[config.mk]
export PLATFORM = sky130hd
export DESIGN_NAME = graphics_port_hub
export DESIGN_NICKNAME = d
export VERILOG_FILES = /design/src/common/graphics_port_pkg.sv /design/src/common/hub_link_if.sv /design/src/core/graphics_port_hub.sv /design/src/core/beat_rate_divider.sv /design/src/core/low_half_inverter.sv
export VERILOG_INCLUDE_DIRS = /design/src /design/src/common
export SDC_FILE = /design/constraint.sdc
export NUM_CORES = 1
export LEC_CHECK = 0
export BUFFER_PORTS_ARGS = -buffer_cell sky130_fd_sc_hd__buf_2
export CAP_MARGIN = 20
export CELL_PAD_IN_SITES_DETAIL_PLACEMENT = 1
export CELL_PAD_IN_SITES_GLOBAL_PLACEMENT = 2
export CORE_MARGIN = 2
export CORE_UTILIZATION = 38
export DETAILED_ROUTE_END_ITERATION = 10
export PLACE_DENSITY_LB_ADDON = 0.1
export SLEW_MARGIN = 20
export SYNTH_ARGS = -nofsm -noshare
export SYNTH_HDL_FRONTEND = slang
export SYNTH_SLANG_ARGS = --single-unit
[constraint.sdc]
create_clock -name i_clk_sys -period 17.93 [get_ports i_clk_sys]
set_input_delay 0 -clock i_clk_sys [delete_from_list [all_inputs] [get_ports i_clk_sys]]
set_output_delay 0 -clock i_clk_sys [all_outputs]
set_load 0.01 [all_outputs]
[src/common/graphics_port_cfg.svh]
`ifndef GRAPHICS_PORT_CFG_SVH
`define GRAPHICS_PORT_CFG_SVH

// System clock
`define CLK_PERIOD_PS 25000
// Single-rate period expressed in system cycles
`define PORT_1X_PERIOD_PS 200000
`define PORT_1X_CYCLES (`PORT_1X_PERIOD_PS / `CLK_PERIOD_PS)
`define PORT_DIV_LAST 3'h7

// Grant status codes driven with each grant
`define GRANT_READ_DATA 3'h0
`define GRANT_WRITE_DATA 3'h2
`define GRANT_MASTER_START 3'h7
`define GRANT_IDLE_CODE 3'h7

// Command field: bit that marks a write command
`define CMD_WRITE_BIT 0

// Address window that this target claims for frame-based accesses
`define CLAIM_BASE 32'h0010_0000
`define CLAIM_MASK 32'hfff0_0000

// Low-half inversion coding
`define LOW_HALF_WIDTH 16
`define LOW_HALF_LIMIT 5'h08

// Pin bundle width passing the input synchroniser
`define PIN_SYNC_WIDTH 42

`endif

[src/common/graphics_port_pkg.sv]
package graphics_port_pkg;

  // Port sequencer states, Gray along the usual path
  typedef enum logic [2:0] {
    ST_IDLE = 3'h0,
    ST_OWN = 3'h1,
    ST_FDATA = 3'h3,
    ST_TURN = 3'h2,
    ST_QDATA = 3'h6
  } port_state_t;

  // Channel transfer rate
  typedef enum logic [1:0] {
    RATE_1X = 2'h0,
    RATE_4X = 2'h1,
    RATE_8X = 2'h2
  } rate_t;

endpackage

[src/common/hub_link_if.sv]
`timescale 1ns/1ps
interface hub_link_if;
  import graphics_port_pkg::*;
  // Rate divider group
  rate_t rate;
  logic tick_1x;
  logic tick_item;
  // Low-half inversion encoder group
  logic enable;
  logic [15:0] raw;
  logic [15:0] prev;
  logic invert;
  logic [15:0] coded;

  modport tick_src (input rate, output tick_1x, output tick_item);
  modport codec (input enable, input raw, input prev, output invert, output coded);
  modport core (output rate, input tick_1x, input tick_item,
    output enable, output raw, output prev, input invert, input coded);
endinterface

[src/core/graphics_port_hub.sv]
`timescale 1ns/1ps
`include "graphics_port_cfg.svh"
// Function
// - The claim line is driven active only to claim a frame-based access, never for pipelined.
// - Grant is given for an active request or to announce data of a queued transfer.
// - Every grant carries a three-bit status code telling what it is for.
// - Address/data carries addresses and data, at single rate during frame-based cycles.
// - Queued data phases move at the chosen rate of one, four or eight items per period.
// - Command/byte-enable lines carry command then byte enables at the address/data rate.
// - Byte enables are never used to qualify read data of queued reads.
// - Parity is checked only in frame-based transactions; it is driven in frame reads and every turn-around while is_write is clear.
// - The inversion flag set means the low sixteen data lines travel inverted.
// - Inversion is used only in the low-swing mode and travels with the upper strobes.
// - The port offers no locked cycles at all.
// - All port logic is cleared by the system reset input.
// - Conventional transactions keep the plain local-bus meaning of every shared line.
// - Frame marks frame-based transfers and stays inactive during pipelined ones.
module graphics_port_hub
  import graphics_port_pkg::*;
(
  input wire logic i_clk_sys,
  input wire logic i_rst,
  input wire logic i_mode3,
  input wire logic [1:0] i_rate_sel,
  input wire logic i_port_bus_request,
  input wire logic i_pipelined_request,
  input wire logic i_port_frame,
  output logic o_port_bus_grant,
  output logic [2:0] o_grant_status_code,
  output logic o_target_claim,
  output logic o_target_claim_oe_n,
  input wire logic [31:0] i_port_addr_data,
  output logic [31:0] o_port_addr_data,
  output logic o_port_addr_data_oe_n,
  input wire logic [3:0] i_port_cmd_byte_en,
  output logic [3:0] o_port_cmd_byte_en,
  output logic o_port_cmd_byte_en_oe_n,
  input wire logic i_port_parity,
  output logic o_port_parity,
  output logic o_port_parity_oe_n,
  input wire logic i_low_half_invert_flag,
  output logic o_low_half_invert_flag,
  output logic o_low_half_invert_flag_oe_n,
  output logic o_upper_first_strobe,
  output logic o_upper_second_strobe,
  input wire logic i_queue_valid,
  input wire logic i_queue_write,
  input wire logic [3:0] i_queue_len,
  output logic o_queue_ready,
  input wire logic [31:0] i_tx_data,
  output logic o_tx_take,
  output logic o_addr_valid,
  output logic o_addr_pipelined,
  output logic [31:0] o_addr,
  output logic [3:0] o_cmd,
  output logic o_rx_valid,
  output logic [31:0] o_rx_data,
  output logic [3:0] o_rx_be,
  output logic o_parity_error
);
  hub_link_if lk ();

  port_state_t state;
  logic [`PIN_SYNC_WIDTH-1:0] pin_meta;
  logic [`PIN_SYNC_WIDTH-1:0] pin_sync;
  logic s_mode3, s_req, s_pipe, s_frame, s_par, s_dbi;
  logic [31:0] s_ad;
  logic [3:0] s_cbe;
  logic req_act, pipe_act, frame_act, frame_prev;
  logic [3:0] cbe_act;
  logic grant_act, claim_act, is_write, q_write;
  logic [3:0] q_left;
  logic par_calc, par_check;
  logic [15:0] low_prev;
  logic item_odd;
  logic [31:0] ad_out;
  logic dbi_out, par_out;

  // Level on a control pin for an internal active state
  function automatic logic pin_level(input logic act, input logic mode3);
    pin_level = mode3 ? act : ~act;
  endfunction

  beat_rate_divider u_div (
    .i_clk_sys(i_clk_sys),
    .i_rst(i_rst),
    .lk(lk.tick_src)
  );

  low_half_inverter u_inv (
    .lk(lk.codec)
  );

  // Two-stage synchroniser for every pin input and the mode strap
  always_ff @(posedge i_clk_sys or posedge i_rst) begin
    if (i_rst) begin
      pin_meta <= '0;
      pin_sync <= '0;
    end else begin
      pin_meta <= {i_mode3, i_port_bus_request, i_pipelined_request, i_port_frame,
        i_port_parity, i_low_half_invert_flag, i_port_cmd_byte_en, i_port_addr_data};
      pin_sync <= pin_meta;
    end
  end

  assign {s_mode3, s_req, s_pipe, s_frame, s_par, s_dbi, s_cbe, s_ad} = pin_sync;

  // Pin polarity follows the signalling mode
  assign req_act = pin_level(s_req, s_mode3);
  assign pipe_act = pin_level(s_pipe, s_mode3);
  assign frame_act = pin_level(s_frame, s_mode3);
  assign cbe_act = s_mode3 ? s_cbe : ~s_cbe;

  // Divider and encoder hookup
  assign lk.rate = rate_t'(i_rate_sel);
  assign lk.enable = s_mode3;
  assign lk.raw = i_tx_data[15:0];
  assign lk.prev = low_prev;

  // Sequencer; no locked cycle exists on this port
  always_ff @(posedge i_clk_sys or posedge i_rst) begin
    if (i_rst) begin
      state <= ST_IDLE;
    end else begin
      case (state)
        ST_IDLE: begin
          if (lk.tick_1x) begin
            if (frame_act && !frame_prev) begin
              state <= ((s_ad & `CLAIM_MASK) == `CLAIM_BASE) ? ST_FDATA : ST_IDLE;
            end else if (i_queue_valid && i_queue_len != 4'h0) begin
              state <= ST_QDATA;
            end else if (req_act) begin
              state <= ST_OWN;
            end
          end
        end
        ST_OWN: begin
          if (lk.tick_1x) begin
            if (frame_act && !frame_prev
                && (s_ad & `CLAIM_MASK) == `CLAIM_BASE) begin
              state <= ST_FDATA;
            end else if (!req_act && !frame_act && !pipe_act) begin
              state <= ST_IDLE;
            end
          end
        end
        ST_FDATA: begin
          if (lk.tick_1x && !frame_act) begin
            state <= ST_TURN;
          end
        end
        ST_TURN: begin
          if (lk.tick_1x) begin
            state <= ST_IDLE;
          end
        end
        ST_QDATA: begin
          // Turn only after the last item has stood one item period
          if (lk.tick_item && q_left == 4'h0) begin
            state <= ST_TURN;
          end
        end
        default: state <= ST_IDLE;
      endcase
    end
  end

  // Grant and its status code
  always_ff @(posedge i_clk_sys or posedge i_rst) begin
    if (i_rst) begin
      grant_act <= 1'b0;
      o_grant_status_code <= `GRANT_IDLE_CODE;
    end else if (state == ST_IDLE && lk.tick_1x && !(frame_act && !frame_prev)) begin
      if (i_queue_valid && i_queue_len != 4'h0) begin
        grant_act <= 1'b1;
        o_grant_status_code <= i_queue_write ? `GRANT_WRITE_DATA : `GRANT_READ_DATA;
      end else if (req_act) begin
        grant_act <= 1'b1;
        o_grant_status_code <= `GRANT_MASTER_START;
      end
    end else if (state == ST_OWN && lk.tick_1x && !req_act) begin
      grant_act <= 1'b0;
    end else if (state == ST_QDATA && lk.tick_item) begin
      grant_act <= 1'b0;
    end else if (state == ST_FDATA || state == ST_TURN) begin
      grant_act <= 1'b0;
    end
  end

  assign o_port_bus_grant = pin_level(grant_act, s_mode3);
  assign o_queue_ready = (state == ST_IDLE) && lk.tick_1x && !(frame_act && !frame_prev);

  // Frame edge tracking at single rate
  always_ff @(posedge i_clk_sys or posedge i_rst) begin
    if (i_rst) begin
      frame_prev <= 1'b0;
    end else if (lk.tick_1x) begin
      frame_prev <= frame_act;
    end
  end

  // Address capture for frame-based and pipelined requests
  always_ff @(posedge i_clk_sys or posedge i_rst) begin
    if (i_rst) begin
      o_addr_valid <= 1'b0;
      o_addr_pipelined <= 1'b0;
      o_addr <= 32'h0;
      o_cmd <= 4'h0;
      is_write <= 1'b0;
    end else begin
      o_addr_valid <= 1'b0;
      if (lk.tick_1x && (state == ST_IDLE || state == ST_OWN)) begin
        if (frame_act && !frame_prev) begin
          o_addr_valid <= 1'b1;
          o_addr_pipelined <= 1'b0;
          o_addr <= s_ad;
          o_cmd <= cbe_act;
          is_write <= cbe_act[`CMD_WRITE_BIT];
        end else if (pipe_act && !frame_act && state == ST_OWN) begin
          o_addr_valid <= 1'b1;
          o_addr_pipelined <= 1'b1;
          o_addr <= s_ad;
          o_cmd <= cbe_act;
        end
      end
    end
  end

  // Claim the access only for frame-based cycles that hit the window
  always_ff @(posedge i_clk_sys or posedge i_rst) begin
    if (i_rst) begin
      claim_act <= 1'b0;
    end else if (state == ST_IDLE || state == ST_OWN) begin
      claim_act <= lk.tick_1x && frame_act && !frame_prev
        && (s_ad & `CLAIM_MASK) == `CLAIM_BASE;
    end else if (state == ST_TURN && lk.tick_1x) begin
      claim_act <= 1'b0;
    end
  end

  assign o_target_claim = pin_level(claim_act, s_mode3);
  assign o_target_claim_oe_n = !(state == ST_FDATA || state == ST_TURN);

  // Queued transfer length and item phase
  always_ff @(posedge i_clk_sys or posedge i_rst) begin
    if (i_rst) begin
      q_left <= 4'h0;
      q_write <= 1'b0;
      item_odd <= 1'b1;
    end else if (o_queue_ready && i_queue_valid && i_queue_len != 4'h0) begin
      q_left <= i_queue_len;
      q_write <= i_queue_write;
      item_odd <= 1'b1;
    end else if (state == ST_QDATA && lk.tick_item && q_left != 4'h0) begin
      q_left <= q_left - 4'h1;
      item_odd <= ~item_odd;
    end
  end

  assign o_tx_take = (state == ST_QDATA) && lk.tick_item && !q_write && q_left != 4'h0;

  // Outbound data: frame read at single rate, queued read at channel rate
  always_ff @(posedge i_clk_sys or posedge i_rst) begin
    if (i_rst) begin
      ad_out <= 32'h0;
      dbi_out <= 1'b0;
      low_prev <= 16'h0;
      o_upper_first_strobe <= 1'b0;
      o_upper_second_strobe <= 1'b0;
    end else if (o_tx_take) begin
      ad_out <= {i_tx_data[31:16], lk.coded};
      dbi_out <= lk.invert;
      low_prev <= lk.coded;
      o_upper_first_strobe <= item_odd;
      o_upper_second_strobe <= ~item_odd;
    end else if (state == ST_FDATA && lk.tick_1x && !is_write) begin
      ad_out <= i_tx_data;
      dbi_out <= 1'b0;
    end else if (state == ST_TURN) begin
      // Park both strobes so the next first item gives a rising edge
      o_upper_first_strobe <= 1'b0;
      o_upper_second_strobe <= 1'b0;
    end
  end

  assign o_port_addr_data = ad_out;
  assign o_low_half_invert_flag = dbi_out;
  assign o_port_addr_data_oe_n = !((state == ST_FDATA && !is_write)
    || (state == ST_QDATA && !q_write));
  assign o_low_half_invert_flag_oe_n = !(state == ST_QDATA && !q_write && s_mode3);
  // Byte enables stay inactive for queued read data
  assign o_port_cmd_byte_en = s_mode3 ? 4'h0 : 4'hf;
  assign o_port_cmd_byte_en_oe_n = !(state == ST_QDATA && !q_write);

  // Inbound data: frame writes at single rate, queued writes at channel rate
  always_ff @(posedge i_clk_sys or posedge i_rst) begin
    if (i_rst) begin
      o_rx_valid <= 1'b0;
      o_rx_data <= 32'h0;
      o_rx_be <= 4'h0;
    end else begin
      o_rx_valid <= 1'b0;
      if (state == ST_FDATA && lk.tick_1x && is_write && frame_prev) begin
        o_rx_valid <= 1'b1;
        o_rx_data <= s_ad;
        o_rx_be <= cbe_act;
      end else if (state == ST_QDATA && lk.tick_item && q_write && q_left != 4'h0) begin
        o_rx_valid <= 1'b1;
        o_rx_data <= {s_ad[31:16], s_ad[15:0] ^ {16{s_dbi && s_mode3}}};
        o_rx_be <= cbe_act;
      end
    end
  end

  // Parity: computed over each frame phase, checked one period later
  always_ff @(posedge i_clk_sys or posedge i_rst) begin
    if (i_rst) begin
      par_calc <= 1'b0;
      par_check <= 1'b0;
      par_out <= 1'b0;
      o_parity_error <= 1'b0;
    end else begin
      o_parity_error <= 1'b0;
      if (lk.tick_1x) begin
        par_check <= (frame_act && !frame_prev && claim_act == 1'b0
          && (state == ST_IDLE || state == ST_OWN)) || (state == ST_FDATA && is_write);
        par_calc <= ^{s_ad, s_cbe};
        par_out <= ^{ad_out, s_cbe};
        if (par_check && (state == ST_FDATA || state == ST_TURN)) begin
          o_parity_error <= (par_calc != s_par);
        end
      end
    end
  end

  assign o_port_parity = par_out;
  assign o_port_parity_oe_n = !((state == ST_FDATA || state == ST_TURN) && !is_write);
endmodule // graphics_port_hub

[src/core/beat_rate_divider.sv]
`timescale 1ns/1ps
`include "graphics_port_cfg.svh"
module beat_rate_divider
  import graphics_port_pkg::*;
(
  input wire logic i_clk_sys,
  input wire logic i_rst,
  hub_link_if.tick_src lk
);
  logic [2:0] cnt;

  // Free-running divider for the single-rate period
  always_ff @(posedge i_clk_sys or posedge i_rst) begin
    if (i_rst) begin
      cnt <= 3'h0;
    end else begin
      cnt <= cnt + 3'h1;
    end
  end

  // Item pulses: one, four or eight per single-rate period
  always_comb begin
    lk.tick_1x = (cnt == `PORT_DIV_LAST);
    case (lk.rate)
      RATE_1X: lk.tick_item = (cnt == `PORT_DIV_LAST);
      RATE_4X: lk.tick_item = cnt[0];
      RATE_8X: lk.tick_item = 1'b1;
      default: lk.tick_item = (cnt == `PORT_DIV_LAST);
    endcase
  end
endmodule // beat_rate_divider

[src/core/low_half_inverter.sv]
`timescale 1ns/1ps
`include "graphics_port_cfg.svh"
module low_half_inverter (
  hub_link_if.codec lk
);
  logic [4:0] flips;

  // Count lines that would toggle against the last driven half
  always_comb begin
    flips = 5'h0;
    for (int i = 0; i < `LOW_HALF_WIDTH; i++) begin
      flips = flips + {4'h0, lk.raw[i] ^ lk.prev[i]};
    end
  end

  // Invert when more than half the lines would toggle
  always_comb begin
    lk.invert = lk.enable && (flips > `LOW_HALF_LIMIT);
    lk.coded = lk.invert ? ~lk.raw : lk.raw;
  end
endmodule // low_half_inverter

Word level (Yosys, flattened, before mapping)
Index checks and enable logic that the tools add are counted. Widths: inputs -> output; s select.

Register bits: 233. Latch bits: 0. Bits in writable memories: 0. ROM bits: 0. Input port bits: 84. Output and inout port bits: 128. Logic and storage cells: 226. Memories: 0.

$add $sub $neg: 17. Multipliers: 0. Divide/modulo/power cells: 0. Magnitude comparators: 1. Equal/unequal tests: 18. Shifts and indexed selects: 0. Mux-type cells: 61. Bitwise operators: 25. Reductions and logical operators: 76.

Operator list (count): $mux 32 (6); $reduce_xor 36->1 (2); $add 5x1->5 (14); $logic_and 1x1->1 (40); $mux 3 (12); $mux 4 (8); $mux 1 (30); $mux 16 (1); $not 16->16 (1); $xor 1x1->1 (16); $xor 16x16->16 (1); $pmux 3 s5 (1); $reduce_bool 2->1 (7); $eq 12x1->1 const B (1); $logic_not 1->1 (12); $ne 2x2->1 const B (6); $reduce_bool 4->1 (3); $reduce_and 2->1 (5); $reduce_and 7->1 (1); $eq 3x2->1 const B (2); $eq 3x3->1 const B (2); $not 1->1 (6); $gt 5x4->1 const B (1); $logic_not 4->1 (1); 15 further kinds (19).

Longest topological paths before layout
Depth after elaboration: 20. Mapped depth: 16. Mapped depth without buffers: 15.

By module
Synthesis repeated with hierarchy kept, for this count alone.

Cells, all modules: 895. Area, all modules: 10118.5 um2.

Modules (own cells, without submodules): graphics_port_hub (times used 1, cells an instance 736, area an instance 8768.4 um2, sequential area each 5734.2 um2); low_half_inverter (times used 1, cells an instance 145, area an instance 1193.6 um2, sequential area each 0.0 um2); beat_rate_divider (times used 1, cells an instance 14, area an instance 156.4 um2, sequential area each 75.1 um2).

Worst setup path before layout
OpenSTA, ideal clock, no wires.

Path type: flip-flop to flip-flop. Start point: reg low_prev[1] (netlist: lk.prev[1]). End point: reg ad_out[0] (netlist: o_port_addr_data[0]). Library setup time: 0.126 ns. Arrival: 5.170 ns. Required time: 17.804 ns. Path slack: 12.634 ns. Stages on the path, launching flop included: 17. Path buffers: 1. Period minus slack after synthesis: 5.296 ns. Cells stage by stage: dfrtp_1 > xor2_1 > ha_1 > fa_1 > fa_1 > fa_1 > inv_1 > fa_1 > fa_1 > fa_1 > xor2_1 > and3_1 > o221ai_1 > o211ai_2 > a21o_1 > buf_4 > a221o_1.

Word-level cells in the longest chain between the ends: 20.

RTL lines: from (decl) (RTL line graphics_port_hub.sv:74) `logic [15:0] low_prev;`; from (signal assigned) (RTL line graphics_port_hub.sv:273) `low_prev <= lk.coded;`; $xor 1x1->1 (RTL line low_half_inverter.sv:12) `flips = flips + {4'h0, lk.raw[i] ^ lk.prev[i]};`; $add 1x1->2 (RTL line low_half_inverter.sv:12); $add 5x1->5 (14 in series) (RTL line low_half_inverter.sv:12); $gt 5x4->1 (no line); $logic_and 1x1->1 (RTL line low_half_inverter.sv:18) `` lk.invert = lk.enable && (flips > `LOW_HALF_LIMIT); ``; $mux 16 (RTL line low_half_inverter.sv:19) `lk.coded = lk.invert ? ~lk.raw : lk.raw;`; $mux 32 (RTL line graphics_port_hub.sv:270) `end else if (o_tx_take) begin`; to (signal assigned) (RTL line graphics_port_hub.sv:271) `ad_out <= {i_tx_data[31:16], lk.coded};`; to (signal assigned) (RTL line graphics_port_hub.sv:277) `ad_out <= i_tx_data;`; to (decl) (RTL line graphics_port_hub.sv:76) `logic [31:0] ad_out;`.

No other way between the ends. A chain may end at the register's enable or synchronous reset.

Worst setup path in the final report
Start point: reg low_prev[1] (netlist: lk.prev[1]). End point: reg ad_out[10] (netlist: o_port_addr_data[10]).

The elaborated chain is that of the path after synthesis.

==> flow_metrics.py <==
metrics = {
    "routing": {
        "routed_via_count": 6696,
        "wl_um": 23700,
        "post_detailed_route_wirelength_per_cell_um": 16.4,
        "avgViaCountPerCell": 4.63,
        "drc": 0,
        "antenna_left": 0,
        "first_pass_iteration_count_of_the_detailed_router": 4,
        "initialDrtViolationCount": 271,
    },
    "synthesis": {
        "synth.yosys.warnings": 0,
        "post_synth.cell_area_avg_um2": 11.9,
        "synth-edff-count": 0,
        "ys.flop_type": "dfrtp_1",
        "syn_area_um2": 9600,
        "ys_seq_elements": 232,
        "synth_largest_area_cell": "dfrtp_1",
        "post-synth-top-area-fraction_pct": 59.7,
        "synthesis.instances": 804,
        "post_synth_num_cell_types": 58,
        "syn-num-nets": 914,
        "asyncSetResetFlopFracSynth_pct": 100,
        "synthTopCellsByArea": "dfrtp_1 (60%), xnor2_1 (7.1%), nand2_1 (5.3%), o21ai_0 (3.8%), xor2_1 (3.6%)",
        "synth-seq-area-share_pct": 60.5,
    },
    "clocking": {
        "cts_inserted_buffers": 27,
        "cts_tree": "built",
        "sink_count_of_the_clock_tree": 232,
        "clkLatencyLatePin_ns": 0.53,
        "clock-root-buffer": "clkbuf_16",
        "cts.path.max_buffers": 3,
        "postCtsSetupRepairBufs": 0,
        "htree_levels": 1,
        "clkTransAtPathRegs_ns": 0.06,
    },
    "cells_and_area": {
        "multi_input_comb_area_um2": 3450,
        "area.growth.synth_to_final_pct": 32.3,
        "finish.net_count": 1204,
        "ff_latch_area_um2": 5810,
        "finish.instance_area_um2": 12700,
        "final.fill_count": 2725,
        "final_layout_size_suffix_gt1_share_pct": 27.7,
        "layout.core_utilization_pct": 50.9,
    },
    "setup_path": {
        "path_class": "flip-flop to flip-flop",
        "critPathMaxStageDelay_ns": 0.54,
        "critical_path_peak_fanout": 34,
        "required_time_at_the_worst_slack_endpoint_ns": 18.34,
        "cp.depth": 16,
        "timing.critical_path.buf_inv": 2,
        "worst_path_most_repeated_cell": "fa_1",
        "worst_r2r_path_depth": 16,
        "startpoint_type": "flip-flop",
        "critical_path.top_delay_family": "adder cells",
        "worst_ep_arrival_time_ns": 6.23,
        "critical_path.cell_chain": "xor2_1, ha_1, fa_1, fa_1, fa_1, inv_1, fa_1, fa_1, fa_1, xor2_1, and3_1, o221ai_1, o211ai_2, buf_4, a21o_1, a221o_1",
        "end_kind": "flip-flop",
        "cell_at_the_slowest_stage_of_the_critical_path": "fa_1",
    },
    "floorplanning": {
        "io_pins": 212,
        "die_h_um": 163,
        "fp.coreArea_um2": 25000,
        "fp.dieW_um": 163,
        "num_rows": 58,
        "effective_utilization_at_floorplan_pct": 38.5,
        "fp.dieArea_um2": 26600,
    },
    "sta": {
        "worst_pin_slew_ns": 0.910,
        "setup_ws_ns": 12.11,
        "report.final.slew_viol_count": 0,
        "slew-limit-headroom_pct": 38.8,
        "timing_hold_violations_final": 0,
        "totalNegativeSetupSlack_ns": 0,
        "period_minus_slack_ns": 5.82,
        "finalSetupViolCount": 0,
        "rsz_0062_raised_after_global_routing": "false",
        "period_share_pct": 32.5,
        "fin_skew_ns": 0.0109,
        "fmax_mhz": 172,
    },
    "grt": {
        "track_usage_pct": 18.2,
        "first_global_vias": 7006,
        "antenna_found_initial": 1,
        "global_route.overflow_total": 0,
        "grt_start_max_net_pins": 106,
        "global_route_wire_length_before_repair_um": 38300,
    },
    "placement": {
        "placement.setup.worst_slack_ns": 12.11,
        "gpl.final_weighted_congestion": 0.735,
        "place_area_um2": 10900,
        "buffers_on_ports": 211,
        "dpl.hpwl_um": 15900,
    },
    "min_path": {
        "min_path_type": "input pin to flip-flop",
        "min_path_cells": 2,
    },
    "power_and_ir_drop": {
        "leakage_power_nw": 6.26,
        "vdd.ir_drop.worst_uv": 110,
        "post-layout-total-power_mw": 2.04,
        "pwr_density_cell_nw_per_um2": 160,
    },
    "job": {
        "timing.max_cap.violations": 0,
    },
    "outcome": {
        "status": "complete, no violations",
    },
}
-- path summary, 6_finish.rpt --
check | slack [ns] | from | endpoint
setup / recovery | 12.11 | lk.prev[1] | o_port_addr_data[10]
hold / removal | 0.1 | i_port_addr_data[10] | pin_meta[10]
setup reg to reg | 12.11 | lk.prev[1] | o_port_addr_data[10]
hold reg to reg | 0.35 | pin_meta[17] | pin_sync[17]
max in group asynchronous | 16.46 | i_rst | pin_sync[0]
min in group asynchronous | 0.14 | i_rst | pin_meta[15]
-- cell families after synthesis --
| group | share of synthesized area, % |
|---|---|
| AOI/OAI and AO/OA | 8.27 |
| xor gates and xnor gates | 11.0 |
| adders and majority gates | 4.17 |
| buffers and inverters | 3.80 |
| DFF | 60.5 |
| muxes | 3.13 |
| and+or+nand+nor | 9.15 |
-- cells in the final DEF (no fill, tap or decap), types with 2 or more instances in the layout --
cell,count
nand4_1,2
o21a_1,3
clkinv_2,5
dfrtp_1,229
nand2b_1,2
nor4_1,2
xor2_1,40
mux2_2,24
nor2_1,6
bufinv_16,2
or2_2,2
o21ai_0,73
a21oi_1,12
clkbuf_16,27
fa_1,10
clkbuf_8,11
inv_1,36
o22ai_1,2
xnor2_1,78
a31oi_1,2
dfstp_2,3
mux2i_1,3
buf_2,211
buf_4,8
nor3_1,23
nand3_1,2
o221ai_1,2
nand2_1,136
dlygate4sd3_1,82
or3_1,2
ha_1,16
nor3b_1,4
nor2_2,2
a221o_1,18
clkbuf_1,4
-- Yosys cell counts (3+ instances only) --
library cell	instances
inv_1	37
clkbuf_1	20
nor3b_1	4
nand2_1	136
buf_2	9
nor2_2	3
o21ai_0	73
buf_4	5
a21oi_1	13
nor3_1	23
mux2i_1	3
nor2_1	6
xnor2_1	78
a221o_1	18
mux2_2	24
o21a_1	3
ha_1	16
fa_1	10
dfstp_2	3
buf_6	5
xor2_1	40
dfrtp_1	229
-- routing by layer --
metal  GRT usage (%)  wire (µm)
met1            25.7      11000
met3            3.41       1200
met4            3.82        357
met5               0          0
met2            29.5      11100
-- sequential cells by signal, indices dropped and copies added (netlist names), 2 cells and up --
name / count
o_cmd: 4
o_addr: 32
lk.prev: 16
o_port_addr_data: 32
q_left: 4
state: 3
pin_sync: 42
o_rx_data: 32
o_grant_status_code: 2
o_rx_be: 4
pin_meta: 42
u_div.cnt: 3
-- worst reg2reg max path: cells and delay by family (launching register included) --
kind	cells	cell delay (ns)
compound gates	4	1.18
xor+xnor	2	0.32
fa+ha+maj	7	3.29
buf+inv	2	0.33
flops	1	0.38
simple gates	1	0.20
-- power by group --
part           switching [mW]  leakage (nW)  internal [mW]
Combinational           0.410          2.86          0.350
Clock                   0.215         0.470          0.351
Sequential             0.0807          2.93          0.632
Total                   0.706          6.26           1.33
-- stage by stage --
stage	cells	hold slack, ns
after floorplan	804	0.0314
after global placement	1313	0.107
after detailed placement	1313	0.109
after CTS	1444	0.0736
after global routing	1445	0.0815
final	1445	0.0973
-- layout make-up --
cell class / count / area share (%)
Antenna cell: 1 / 0.0197
Clock buffer: 42 / 6.63
Clock inverter: 7 / 0.788
Inverter: 39 / 1.22
Multi-Input combinational cell: 493 / 27.1
Sequential cell: 232 / 45.7
Tap cell: 330 / 3.25
Timing Repair Buffer: 301 / 15.2
-- timing repair --
action	CTS	global route
endpoints found under the hold margin	197	0
gates resized for setup	0	0
hold buffers	82	0
(Power assumes the default switching activity.)
